[config.mk]
export PLATFORM = sky130hd
export DESIGN_NAME = eid_top
export DESIGN_NICKNAME = d
export VERILOG_FILES = /design/src/rtl/eid_pkg.sv /design/src/rtl/eid_debounce.sv /design/src/rtl/eid_sync2.sv /design/src/rtl/eid_top.sv
export SDC_FILE = /design/constraint.sdc
export NUM_CORES = 1
export LEC_CHECK = 0
export BUFFER_PORTS_ARGS = -buffer_cell sky130_fd_sc_hd__buf_2
export CAP_MARGIN = 20
export CORE_UTILIZATION = 55
export DETAILED_ROUTE_END_ITERATION = 8
export PLACE_DENSITY = 0.75
export SLEW_MARGIN = 40
export SYNTH_ARGS = -nofsm -noshare
export SYNTH_HDL_FRONTEND = slang
export SYNTH_SLANG_ARGS = --single-unit
[constraint.sdc]
create_clock -name clk_i -period 9 [get_ports clk_i]
set_clock_uncertainty 0.1 [all_clocks]
set_input_delay 0.9 -clock clk_i [delete_from_list [all_inputs] [get_ports clk_i]]
set_output_delay 0.9 -clock clk_i [all_outputs]
set_load 0.01 [all_outputs]
[src/rtl/eid_pkg.sv]
package eid_pkg;
	// Count of conditioned event inputs
	localparam int NUM_INPUTS = 4;
	localparam int PERIOD_W = 16;
	localparam int ADDR_W = 5;
	localparam int DATA_W = 32;

	// Register byte offsets
	localparam logic [ADDR_W-1:0] OFF_CTRL = 5'h00;
	localparam logic [ADDR_W-1:0] OFF_PERIOD = 5'h04;
	localparam logic [ADDR_W-1:0] OFF_STATUS = 5'h08;
	localparam logic [ADDR_W-1:0] OFF_MASK = 5'h0c;
	localparam logic [ADDR_W-1:0] OFF_LEVEL = 5'h10;
	localparam logic [ADDR_W-1:0] OFF_APPLIED = 5'h14;

	// Control register field positions
	localparam int CTRL_DEB_EN_LSB = 0;
	localparam int CTRL_EDGE_LSB = 8;
	localparam int CTRL_POL_LSB = 16;

	// Applied-settings readback field positions
	localparam int APPL_PERIOD_LSB = 0;
	localparam int APPL_DEB_EN_LSB = 16;

	// Values after reset
	localparam logic [NUM_INPUTS-1:0] DEB_EN_RST = 4'h0;
	localparam logic [NUM_INPUTS-1:0] EDGE_RST = 4'h0;
	localparam logic [NUM_INPUTS-1:0] POL_RST = 4'h0;
	localparam logic [NUM_INPUTS-1:0] MASK_RST = 4'h0;
	localparam logic [PERIOD_W-1:0] PERIOD_RST = 16'h0001;
	localparam logic [DATA_W-1:0] READ_ZERO = 32'h0000_0000;
endpackage

[src/rtl/eid_debounce.sv]
module eid_debounce
(
	input wire logic clk_i,
	input wire logic rst_i,
	input wire logic tick_i,
	input wire logic en_i,
	input wire logic [eid_pkg::PERIOD_W-1:0] period_i,
	input wire logic level_i,
	output logic filtered_o
);
	logic [eid_pkg::PERIOD_W-1:0] cnt;
	logic [eid_pkg::PERIOD_W-1:0] next_cnt;
	logic next_out;
	logic [eid_pkg::PERIOD_W:0] cnt_plus;

	always_comb
	begin
		next_cnt = cnt;
		next_out = filtered_o;
		cnt_plus = {1'b0, cnt} + {{eid_pkg::PERIOD_W{1'b0}}, 1'b1};
		if (!en_i)
		begin
			// Bypass: no stability
			next_out = level_i;
			next_cnt = '0;
		end
		else if (level_i == filtered_o)
		begin
			next_cnt = '0;
		end
		else if (tick_i)
		begin
			// Counts only slow-clock periods; either direction
			if (cnt_plus >= {1'b0, period_i})
			begin
				next_out = level_i;
				next_cnt = '0;
			end
			else
			begin
				next_cnt = cnt_plus[eid_pkg::PERIOD_W-1:0];
			end
		end
	end

	always_ff @(posedge clk_i)
	begin
		if (rst_i)
		begin
			cnt <= '0;
			filtered_o <= 1'b0;
		end
		else
		begin
			cnt <= next_cnt;
			filtered_o <= next_out;
		end
	end

	a_change_needs_count: assert property (@(posedge clk_i) disable iff (rst_i)
		$past(en_i) && $changed(filtered_o) |-> $past(cnt_plus) >= {1'b0, $past(period_i)})
		else $error("filter output moved before the stable count");
	a_both_directions: assert property (@(posedge clk_i) disable iff (rst_i)
		$changed(filtered_o) |-> filtered_o == $past(level_i))
		else $error("filter output moved away from the input level");
	a_slow_tick_only: assert property (@(posedge clk_i) disable iff (rst_i)
		$past(en_i) && $changed(filtered_o) |-> $past(tick_i))
		else $error("filter output moved without a slow clock edge");
	a_bypass_follows: assert property (@(posedge clk_i) disable iff (rst_i)
		!en_i |=> filtered_o == $past(level_i))
		else $error("disabled filter did not pass the input");
endmodule

[src/rtl/eid_sync2.sv]
module eid_sync2
(
	input wire logic clk_i,
	input wire logic rst_i,
	input wire logic [eid_pkg::NUM_INPUTS:0] d_i,
	output logic [eid_pkg::NUM_INPUTS:0] q_o
);
	logic [eid_pkg::NUM_INPUTS:0] meta;
	logic [eid_pkg::NUM_INPUTS:0] next_meta;
	logic [eid_pkg::NUM_INPUTS:0] next_q;

	always_comb
	begin
		next_meta = d_i;
		next_q = meta;
	end

	always_ff @(posedge clk_i)
	begin
		if (rst_i)
		begin
			meta <= '0;
			q_o <= '0;
		end
		else
		begin
			meta <= next_meta;
			q_o <= next_q;
		end
	end
endmodule

[src/rtl/eid_top.sv]
// Decided for this implementation: the Avalon-MM register port and the address map.
module eid_top
(
	input wire logic clk_i,
	input wire logic rst_i,
	input wire logic slow_clk_i,
	input wire logic [eid_pkg::NUM_INPUTS-1:0] external_event_input_i,
	input wire logic [eid_pkg::ADDR_W-1:0] avs_address_i,
	input wire logic avs_read_i,
	input wire logic avs_write_i,
	input wire logic [eid_pkg::DATA_W-1:0] avs_writedata_i,
	input wire logic [3:0] avs_byteenable_i,
	output logic [eid_pkg::DATA_W-1:0] avs_readdata_o,
	output logic avs_waitrequest_o,
	output logic irq_o,
	output logic [eid_pkg::NUM_INPUTS-1:0] event_level_o
);
	localparam int N = eid_pkg::NUM_INPUTS;
	localparam int PW = eid_pkg::PERIOD_W;

	// Applies byte enables to a stored word
	function automatic logic [31:0] be_merge(input logic [31:0] old, input logic [31:0] wd, input logic [3:0] be);
		logic [31:0] r;
		r = old;
		for (int b = 0; b < 4; b++)
		begin
			if (be[b])
				r[b*8 +: 8] = wd[b*8 +: 8];
		end
		return r;
	endfunction

	// Synchronized pins
	logic [N:0] sync_q;
	logic slow_prev;
	logic next_slow_prev;
	logic tick;
	logic [N-1:0] sync_in;

	// Software settings
	logic [N-1:0] deb_en_sw;
	logic [N-1:0] edge_mode;
	logic [N-1:0] polarity;
	logic [N-1:0] mask;
	logic [PW-1:0] period_sw;
	logic [N-1:0] next_deb_en_sw;
	logic [N-1:0] next_edge_mode;
	logic [N-1:0] next_polarity;
	logic [N-1:0] next_mask;
	logic [PW-1:0] next_period_sw;

	// Slow-domain staging of period and enable
	logic [N-1:0] deb_en_stage;
	logic [N-1:0] deb_en_act;
	logic [PW-1:0] period_stage;
	logic [PW-1:0] period_act;
	logic [N-1:0] next_deb_en_stage;
	logic [N-1:0] next_deb_en_act;
	logic [PW-1:0] next_period_stage;
	logic [PW-1:0] next_period_act;

	// Detection
	logic [N-1:0] deb_level;
	logic [N-1:0] pol_level;
	logic [N-1:0] pol_prev;
	logic [N-1:0] status;
	logic [N-1:0] next_pol_prev;
	logic [N-1:0] next_status;
	logic [N-1:0] ev_set;
	logic [N-1:0] st_clr;
	logic next_irq;

	// Bus
	logic req;
	logic commit;
	logic [31:0] ctrl_word;
	logic [31:0] wr_word;
	logic [31:0] next_readdata;
	logic next_wait;

	eid_sync2 u_sync
	(
		.clk_i(clk_i),
		.rst_i(rst_i),
		.d_i({slow_clk_i, external_event_input_i}),
		.q_o(sync_q)
	);

	assign sync_in = sync_q[N-1:0];
	assign tick = sync_q[N] && !slow_prev;

	always_comb
	begin
		next_slow_prev = sync_q[N];
	end

	always_ff @(posedge clk_i)
	begin
		if (rst_i)
			slow_prev <= 1'b0;
		else
			slow_prev <= next_slow_prev;
	end

	genvar gi;
	generate
		for (gi = 0; gi < N; gi++)
		begin : g_filter
			eid_debounce u_deb
			(
				.clk_i(clk_i),
				.rst_i(rst_i),
				.tick_i(tick),
				.en_i(deb_en_act[gi]),
				.period_i(period_act),
				.level_i(sync_in[gi]),
				.filtered_o(deb_level[gi])
			);
		end
	endgenerate

	// Polarity in the system clock domain, no slow-clock wait
	assign pol_level = deb_level ^ polarity;

	// Bus request is answered one cycle after it is seen
	assign req = avs_read_i || avs_write_i;
	assign commit = avs_write_i && !avs_waitrequest_o;
	assign wr_word = avs_writedata_i;

	always_comb
	begin
		ctrl_word = eid_pkg::READ_ZERO;
		ctrl_word[eid_pkg::CTRL_DEB_EN_LSB +: N] = deb_en_sw;
		ctrl_word[eid_pkg::CTRL_EDGE_LSB +: N] = edge_mode;
		ctrl_word[eid_pkg::CTRL_POL_LSB +: N] = polarity;
	end

	always_comb
	begin
		logic [31:0] merged;
		merged = eid_pkg::READ_ZERO;
		next_deb_en_sw = deb_en_sw;
		next_edge_mode = edge_mode;
		next_polarity = polarity;
		next_mask = mask;
		next_period_sw = period_sw;
		st_clr = '0;
		if (commit)
		begin
			if (avs_address_i == eid_pkg::OFF_CTRL)
			begin
				merged = be_merge(ctrl_word, wr_word, avs_byteenable_i);
				next_deb_en_sw = merged[eid_pkg::CTRL_DEB_EN_LSB +: N];
				next_edge_mode = merged[eid_pkg::CTRL_EDGE_LSB +: N];
				next_polarity = merged[eid_pkg::CTRL_POL_LSB +: N];
			end
			else if (avs_address_i == eid_pkg::OFF_PERIOD)
			begin
				merged = be_merge({16'h0000, period_sw}, wr_word, avs_byteenable_i);
				next_period_sw = merged[PW-1:0];
			end
			else if (avs_address_i == eid_pkg::OFF_STATUS)
			begin
				merged = be_merge(eid_pkg::READ_ZERO, wr_word, avs_byteenable_i);
				st_clr = merged[N-1:0];
			end
			else if (avs_address_i == eid_pkg::OFF_MASK)
			begin
				merged = be_merge({28'h0000000, mask}, wr_word, avs_byteenable_i);
				next_mask = merged[N-1:0];
			end
		end
	end

	always_ff @(posedge clk_i)
	begin
		if (rst_i)
		begin
			deb_en_sw <= eid_pkg::DEB_EN_RST;
			edge_mode <= eid_pkg::EDGE_RST;
			polarity <= eid_pkg::POL_RST;
			mask <= eid_pkg::MASK_RST;
			period_sw <= eid_pkg::PERIOD_RST;
		end
		else
		begin
			deb_en_sw <= next_deb_en_sw;
			edge_mode <= next_edge_mode;
			polarity <= next_polarity;
			mask <= next_mask;
			period_sw <= next_period_sw;
		end
	end

	// Period and enable settings move only on slow edges, through two stages, so a write lands on the second slow edge after it, one to two slow periods later
	always_comb
	begin
		next_deb_en_stage = deb_en_stage;
		next_deb_en_act = deb_en_act;
		next_period_stage = period_stage;
		next_period_act = period_act;
		if (tick)
		begin
			next_deb_en_stage = deb_en_sw;
			next_period_stage = period_sw;
			next_deb_en_act = deb_en_stage;
			next_period_act = period_stage;
		end
	end

	always_ff @(posedge clk_i)
	begin
		if (rst_i)
		begin
			deb_en_stage <= eid_pkg::DEB_EN_RST;
			deb_en_act <= eid_pkg::DEB_EN_RST;
			period_stage <= eid_pkg::PERIOD_RST;
			period_act <= eid_pkg::PERIOD_RST;
		end
		else
		begin
			deb_en_stage <= next_deb_en_stage;
			deb_en_act <= next_deb_en_act;
			period_stage <= next_period_stage;
			period_act <= next_period_act;
		end
	end

	// Edge mode flags a rise, level mode flags while active; a set beats a clear
	always_comb
	begin
		for (int i = 0; i < N; i++)
		begin
			if (edge_mode[i])
				ev_set[i] = pol_level[i] && !pol_prev[i];
			else
				ev_set[i] = pol_level[i];
		end
		next_pol_prev = pol_level;
		next_status = (status & ~st_clr) | ev_set;
		next_irq = |(next_status & next_mask);
	end

	always_ff @(posedge clk_i)
	begin
		if (rst_i)
		begin
			pol_prev <= '0;
			status <= '0;
			irq_o <= 1'b0;
			event_level_o <= '0;
		end
		else
		begin
			pol_prev <= next_pol_prev;
			status <= next_status;
			irq_o <= next_irq;
			event_level_o <= pol_level;
		end
	end

	// Read data and waitrequest
	always_comb
	begin
		next_wait = !(req && avs_waitrequest_o);
		next_readdata = eid_pkg::READ_ZERO;
		if (avs_read_i && avs_waitrequest_o)
		begin
			if (avs_address_i == eid_pkg::OFF_CTRL)
				next_readdata = ctrl_word;
			else if (avs_address_i == eid_pkg::OFF_PERIOD)
				next_readdata = {16'h0000, period_sw};
			else if (avs_address_i == eid_pkg::OFF_STATUS)
				next_readdata = {28'h0000000, status};
			else if (avs_address_i == eid_pkg::OFF_MASK)
				next_readdata = {28'h0000000, mask};
			else if (avs_address_i == eid_pkg::OFF_LEVEL)
				next_readdata = {28'h0000000, pol_level};
			else if (avs_address_i == eid_pkg::OFF_APPLIED)
			begin
				next_readdata[eid_pkg::APPL_PERIOD_LSB +: PW] = period_act;
				next_readdata[eid_pkg::APPL_DEB_EN_LSB +: N] = deb_en_act;
			end
		end
		else if (!avs_waitrequest_o)
		begin
			next_readdata = avs_readdata_o;
		end
	end

	always_ff @(posedge clk_i)
	begin
		if (rst_i)
		begin
			avs_waitrequest_o <= 1'b1;
			avs_readdata_o <= eid_pkg::READ_ZERO;
		end
		else
		begin
			avs_waitrequest_o <= next_wait;
			avs_readdata_o <= next_readdata;
		end
	end

	a_period_on_tick: assert property (@(posedge clk_i) disable iff (rst_i)
		$changed(period_act) || $changed(deb_en_act) |-> $past(tick))
		else $error("applied setting changed off a slow edge");
	a_period_two_stage: assert property (@(posedge clk_i) disable iff (rst_i)
		tick |=> period_act == $past(period_stage) && deb_en_act == $past(deb_en_stage))
		else $error("applied setting skipped the staging step");
	a_polarity_now: assert property (@(posedge clk_i) disable iff (rst_i)
		$changed(polarity) && $stable(deb_level) |=> event_level_o == ($past(deb_level) ^ $past(polarity)))
		else $error("polarity change was not applied at once");
	a_edge_sets: assert property (@(posedge clk_i) disable iff (rst_i)
		edge_mode[2] && pol_level[2] && !pol_prev[2] |=> status[2])
		else $error("edge on input two did not set status");
	a_edge_no_level: assert property (@(posedge clk_i) disable iff (rst_i)
		edge_mode[2] && !status[2] && pol_prev[2] && pol_level[2] |=> !status[2])
		else $error("edge mode flagged a steady level");
	a_level_sets: assert property (@(posedge clk_i) disable iff (rst_i)
		!edge_mode[1] && pol_level[1] |=> status[1])
		else $error("level mode did not flag an active input");
	a_irq_mask: assert property (@(posedge clk_i) disable iff (rst_i)
		irq_o == |(status & mask))
		else $error("interrupt does not follow masked status");
	a_bus_answer: assert property (@(posedge clk_i) disable iff (rst_i)
		req && avs_waitrequest_o |=> !avs_waitrequest_o ##1 avs_waitrequest_o)
		else $error("bus answer not one cycle after request");
endmodule

==> flow_summary.yaml, run 1 <==
logic_synthesis:
  synth_warnings: 0
  avgSynthCellArea_um2: 8.23
  synthesis.instances: 1188
  synth.distinct_cells: 68
  synthFlopType: "dfxtp_1"
  synth-compound-area-share_pct: 15.2
  synth_fa_ha_area_share_pct: 8.70
  synth-edff-count: 0
  syn_area_um2: 9780
  synth_xor_area_share_pct: 5.29
  ys_ff_latch: 181
  synth_area_leader_cell: "dfxtp_1"
  synth_top_cell_area_share_pct: 37.1
  synthArstFlopShare_pct: 0
  synth.area.top_cells: "dfxtp_1 37%, ha_1 8.7%, nand2_1 6.9%, a21oi_1 6.0%, nand3_1 3.8%"
  seq_area_frac_synth_pct: 37.1
  synth_simple_gate_area_share_pct: 24.8
  synth_top_family_by_area: "simple AND/OR/NAND/NOR gates"
  yosys-mux-area-fraction_pct: 4.86
flow_run:
  maxCapViolations: 0
detailed_routing:
  drtIter0Drc: 569
  via_count: 8503
  route.detailed.wl_per_inst_um: 16.4
  drtPass1Iterations: 8
  vias_per_cell: 5.85
  ant_nets: 0
  drt_wl_total_um: 23900
  drc: 0
timing:
  slew_headroom_pct: 45.9
  fin_tns_setup_ps: 0
  drv_slew: 0
  finalHoldViolations: 0
  fin_crit_ps: 4130
  setup_violations: 0
  fmax_mhz: 242
  worst_slack_ps: 4870
  rsz0062_at_grt: "false"
  finalCritPeriodShare_pct: 45.9
  worst_slew_pin_slew_ps: 809
clocking:
  post_cts_buffers: 0
  cts_tree: "yes"
  path_clk_slew_ps: 70
  clkSinkCount: 181
  numCtsBuffers: 17
  cts_root_buf: "clkbuf_16"
  htree_levels: 4
  clk_latency_ps: 440
  ctsResizeCount: 0
  clockBufferDepth: 2
  ctsHoldBuffers: 0
finish:
  drive_gt1_share_pct: 10.8
  finalNonFillerCells: 1453
  syn2layout_area_growth_pct: 10.3
  post-route-util_pct: 62.1
  antenna_cells: 0
  num-nets-final: 1333
critical_path:
  setup.worst_path.start: "g_filter[3].u_deb.cnt[0]"
  cp-end-kind: "register"
  cp.required_ps: 9240
  crit_arrival_ps: 4380
  critPathLaunchType: "register"
  rrSetupSlack_ps: 4870
  reg2reg_from: "g_filter[3].u_deb.cnt[0]"
  worstSetupPathType: "register to register"
  path_max_fanout: 16
die:
  die_w_um: 135
  core-area_um2: 17400
  ios: 88
  dieHeight_um: 135
  initial_core_util_pct: 56.3
  rows: 48
  die_area_um2: 18300
worst_hold_path:
  hold_start: "u_sync.meta[2]"
  hold_class: "register to register"
global_routing:
  grt_use_met3_pct: 4.60
  met2_usage_pct: 45.6
  grt-ovfl-total: 0
  track_usage_pct: 27.3
  grt_pass1_vias: 8086
  gr-usage-met1_pct: 34.7
  grt_max_degree: 83
  grt_pass1_wl_um: 39300
  top_usage_layer: "met2"
  antenna_found_initial: 0
place:
  pre_cts_slack_ps: 4940
  gp_congestion: 0.885
  hpwl_um: 16300
  place_inst: 1421
  io_buffers: 62
power:
  p_leak_uw: 0.00455
  power_density_nw_per_um2: 150
  peakVddDrop_mv: 0.142
status:
  status: "finished clean"
worst paths after layout:
check,to,cells past startpoint
max,g_filter[3].u_deb.cnt[7],12
min,u_sync.q_o[2],1
max reg2reg,g_filter[3].u_deb.cnt[7],12
min reg2reg,u_sync.q_o[2],1
power by group:
part	internal, uW	total [uW]	switching [uW]
registers	805	811	5.57
clock network	385	756	371
logic	16.0	53.3	37.3
total	1210	1620	414
state kept, by name (all words and copies together) (netlist names), 5 cells and up:
signal and cells:
period_stage 16, avs_readdata_o 20, period_sw 16, period_act 16, u_sync.q_o 5, g_filter.u_deb.cnt 64
u_sync.meta 5
placed cells by master (no fill, tap or decap), types with 5 or more instances in the layout:
cell type and count:
and3_1 27, clkinv_8 5, nand3_1 73, inv_1 22, nor3_1 15, nand2_1 179, a22o_1 17, o31ai_1 12
xor2_1 20, a21o_1 10, nor4_1 10, mux2i_1 34, a21oi_1 118, dfxtp_1 181, o21ai_0 34, nor2b_1 35
inv_6 5, nand4_1 15, conb_1 12, buf_2 61, clkbuf_16 17, nor2_1 94, nand2b_1 15, mux2_2 12
ha_1 68, xnor2_1 39
cells in the mapped netlist, types with 5 or more instances:
library cell / count
nand2_1: 179
mux2_2: 12
nor2_1: 95
and3_1: 27
buf_4: 12
inv_1: 22
o31ai_1: 12
xor2_1: 20
clkbuf_1: 42
nor3b_1: 5
a22o_1: 17
nand2b_1: 16
xnor2_1: 39
nor2b_1: 36
buf_1: 8
o21ai_0: 34
nand4_1: 15
dfxtp_1: 181
mux2i_1: 34
nor3_1: 15
a21oi_1: 118
nand3_1: 74
a21o_1: 10
ha_1: 68
nor4_1: 10
worst max-delay path, stage by stage, from the launching register on:
cell      delay (ps)
dfxtp_1          430
ha_1             300
nand2_1          120
or4_1            650
nor3_2           250
xor2_1           210
ha_1             270
and3_1           200
a221oi_1         400
o211ai_4         190
nor2_2           570
nand3_1          180
a21oi_1          180
per-layer routing:
layer,vias up,routed length [um],part of all wire [%]
li1,4214,-,-
met1,4020,10700,45
met2,222,11300,47
met3,47,1150,4.8
met4,0,653,2.7
met5,-,0,0
cell type report:
class                      count  area [um^2]
clock buffer                  18          439
multi-input combinational    927         5840
timing repair buffer          65          339
fill                        1508         6580
inverter                      23         86.3
sequential                   181         3620
clock inverter                14          170
tap                          225          282
stage by stage:
step	total power [uW]	hold WS, ps	instance area (um^2)
final	1620	337	10800
after global routing	1670	359	10800
after CTS	1630	339	10800
after detailed placement	882	322	10200
after global placement	880	323	10100
after floorplan	864	314	9820
kinds of logic (layout without fill, tap and decap cells):
kind of cell / count (synthesis) / count (layout)
and+or+nand+nor: 504 / 504
buffers and inverters: 91 / 120
adders and majority gates: 68 / 68
xor gates and xnor gates: 59 / 59
other: 1 / 12
AOI/OAI and AO/OA: 238 / 238
DFF: 181 / 181
muxes: 46 / 46
Power figures use the tool's default switching activity.
==> run 2: changes to the inputs <==
--- a/config.mk
+++ b/config.mk
@@ -7,9 +7,9 @@
 export LEC_CHECK = 0
 export BUFFER_PORTS_ARGS = -buffer_cell sky130_fd_sc_hd__buf_2
 export CAP_MARGIN = 20
-export CORE_UTILIZATION = 55
+export CORE_UTILIZATION = 54
 export DETAILED_ROUTE_END_ITERATION = 8
-export PLACE_DENSITY = 0.75
+export PLACE_DENSITY = 0.76
 export SLEW_MARGIN = 40
 export SYNTH_ARGS = -nofsm -noshare
 export SYNTH_HDL_FRONTEND = slang
==> constraint.sdc (replaced) <==
create_clock -name clk_i -period 3.7 [get_ports clk_i]
set_clock_uncertainty 0.1 [all_clocks]
set_input_delay 0.37 -clock clk_i [delete_from_list [all_inputs] [get_ports clk_i]]
set_output_delay 0.37 -clock clk_i [all_outputs]
set_load 0.01 [all_outputs]
==> flow_summary.yaml, run 2 (same netlist as run 1, synthesis figures left out) <==
clocking:
  clk_latency_ps: 440
  clkSinkCount: 181
  path_clk_slew_ps: 80
  post_cts_buffers: 0
  cts_root_buf: "clkbuf_16"
  clockBufferDepth: 2
  numCtsBuffers: 17
  htree_levels: 4
  cts_tree: "yes"
timing:
  setup_violations: 0
  rsz0062_at_grt: "false"
  drv_slew: 0
  finalCritPeriodShare_pct: 94.5
  worst_slack_ps: 203
  worst_slew_pin_slew_ps: 803
  slew_headroom_pct: 46.5
  fmax_mhz: 286
  fin_crit_ps: 3500
  finalHoldViolations: 0
  fin_tns_setup_ps: 0
global_routing:
  grt_pass1_vias: 8174
  grt_use_met3_pct: 5.11
  grt-ovfl-total: 0
  gr-usage-met1_pct: 35.1
  grt_max_degree: 81
  grt_pass1_wl_um: 39600
  antenna_found_initial: 0
  met2_usage_pct: 44.9
  top_usage_layer: "met2"
  track_usage_pct: 27.2
flow_run:
  maxCapViolations: 0
detailed_routing:
  ant_nets: 0
  drt_wl_total_um: 24300
  vias_per_cell: 5.81
  drc: 0
  drtIter0Drc: 635
  via_count: 8634
  route.detailed.wl_per_inst_um: 16.3
  drtPass1Iterations: 6
critical_path:
  reg2reg_from: "g_filter[1].u_deb.cnt[0]"
  cp-end-kind: "register"
  critPathLaunchType: "register"
  worstSetupPathType: "register to register"
  crit_chain: "ha_1, nand4_1, nor2_2, nand4_1, xnor2_1, ha_1, a21oi_1, nor2b_1, a311o_1, or2_4, buf_4, or3_1, a21oi_1"
  rrSetupSlack_ps: 200
  cp.required_ps: 3950
  path_max_fanout: 7
  slowest_delay_ps: 440
  crit_arrival_ps: 3740
  reg2reg_depth: 13
  crit_family: "simple AND/OR/NAND/NOR gates"
  worstReg2RegEnd: "g_filter[1].u_deb.cnt[0]"
  path_buf_inv: 1
  cp_slowest_cell: "dfxtp_1"
die:
  rows: 48
  die_w_um: 137
  core-area_um2: 17500
  initial_core_util_pct: 55.9
  ios: 88
  die_area_um2: 18600
  dieHeight_um: 137
finish:
  antenna_cells: 0
  largest_reg_flops: 64
  final_cell_mix: "179 x nand2_1, 179 x dfxtp_1, 118 x a21oi_1, 93 x nor2_1, 74 x nand3_1"
  num-nets-final: 1365
  post-route-util_pct: 63.1
  syn2layout_area_growth_pct: 12.9
  reg_top3: "g_filter.u_deb.cnt: 64 flops, avs_readdata_o: 20 flops"
  largest_register: "g_filter.u_deb.cnt"
  drive_gt1_share_pct: 13.5
  n_fill_cell: 1523
power:
  p_leak_uw: 0.00471
  internal_power_uw: 2930
  swShare_pct: 26.2
  sequentialPowerShare_pct: 49.7
  peakVddDrop_mv: 0.318
  power_switching_uw: 1040
  p_total_uw: 3970
  power_density_nw_per_um2: 360
  clkPwrFrac_pct: 47.1
  combPwrFrac_pct: 3.3
place:
  io_buffers: 62
  gp_congestion: 0.933
  pre_cts_slack_ps: 62.9
  hpwl_um: 17200
worst_hold_path:
  hold_depth: 2
  min_to: "avs_waitrequest_o"
  hold_class: "input port to register"
  hold_start: "avs_read_i"
status:
  status: "finished clean"
-- run 2: cell count changes in the layout (fill, tap and decap cells not counted), sizes merged --
cell / delta
inv: -2
clkinv: +3
buf: +32
clkbuf: -1
-- run 2: routing by layer --
layer / share of wire [%] / vias to the layer above
met3: 5.3 / 43
met5: 0 / -
met1: 45 / 4095
met4: 2.6 / 0
met2: 47 / 214
li1: - / 4282
-- run 2: worst reg2reg max path: stages, from the launching register on --
cell and delay [ps]:
dfxtp_1 440, ha_1 320, nand4_1 150, nor2_2 230
nand4_1 140, xnor2_1 220, ha_1 280, a21oi_1 150
nor2b_1 70, a311o_1 380, or2_4 310, buf_4 150
or3_1 300, a21oi_1 170
-- run 2: final cells by class --
| cell class | instances | area (um^2) | area share [%] |
|---|---|---|---|
| repair buffers | 97 | 576 | 5.22 |
| clock buffers | 17 | 425 | 3.85 |
| clock inverters | 15 | 204 | 1.85 |
| multi-input cells | 927 | 5840 | 52.9 |
| inverters | 23 | 86.3 | 0.782 |
| flip-flops and latches | 181 | 3630 | 32.9 |
| well taps | 225 | 282 | 2.55 |
-- run 2: per-stage QoR --
step,hold WS [ps],std cells,instance area (um^2)
2_1_floorplan,314,1199,9820
3_3_place_gp,316,1453,10400
3_5_place_dp,342,1453,10400
4_1_cts,21.8,1485,11000
5_1_grt,28.8,1485,11000
6_report,23.3,1485,11000
-- run 2: repair_timing --
action,in CTS,in global routing
endpoints found under the setup margin,0,37
hold buffers,0,0
hold endpoints to repair,0,0
resized for setup,0,10
-- run 2: worst max-delay path by stage --
stage	start	endpoint	depth (start not counted)
final	g_filter[1].u_deb.cnt[0]	g_filter[1].u_deb.cnt[0]	13
after global routing	g_filter[1].u_deb.cnt[0]	g_filter[1].u_deb.cnt[0]	13
after CTS	g_filter[1].u_deb.cnt[4]	g_filter[1].u_deb.cnt[2]	15
after detailed placement	g_filter[1].u_deb.cnt[4]	g_filter[1].u_deb.cnt[7]	15
after global placement	g_filter[1].u_deb.cnt[4]	g_filter[1].u_deb.cnt[4]	15
after floorplan	g_filter[3].u_deb.cnt[0]	g_filter[3].u_deb.cnt[12]	14
-- run 2: power groups by stage --
stage,Combinational (uW),Clock (uW),Sequential [uW]
final,130,1870,1970
after global routing,143,1980,1970
after CTS,129,1890,1970
after detailed placement,129,0,2020
after global placement,128,0,2020
after floorplan,91.0,0,2010
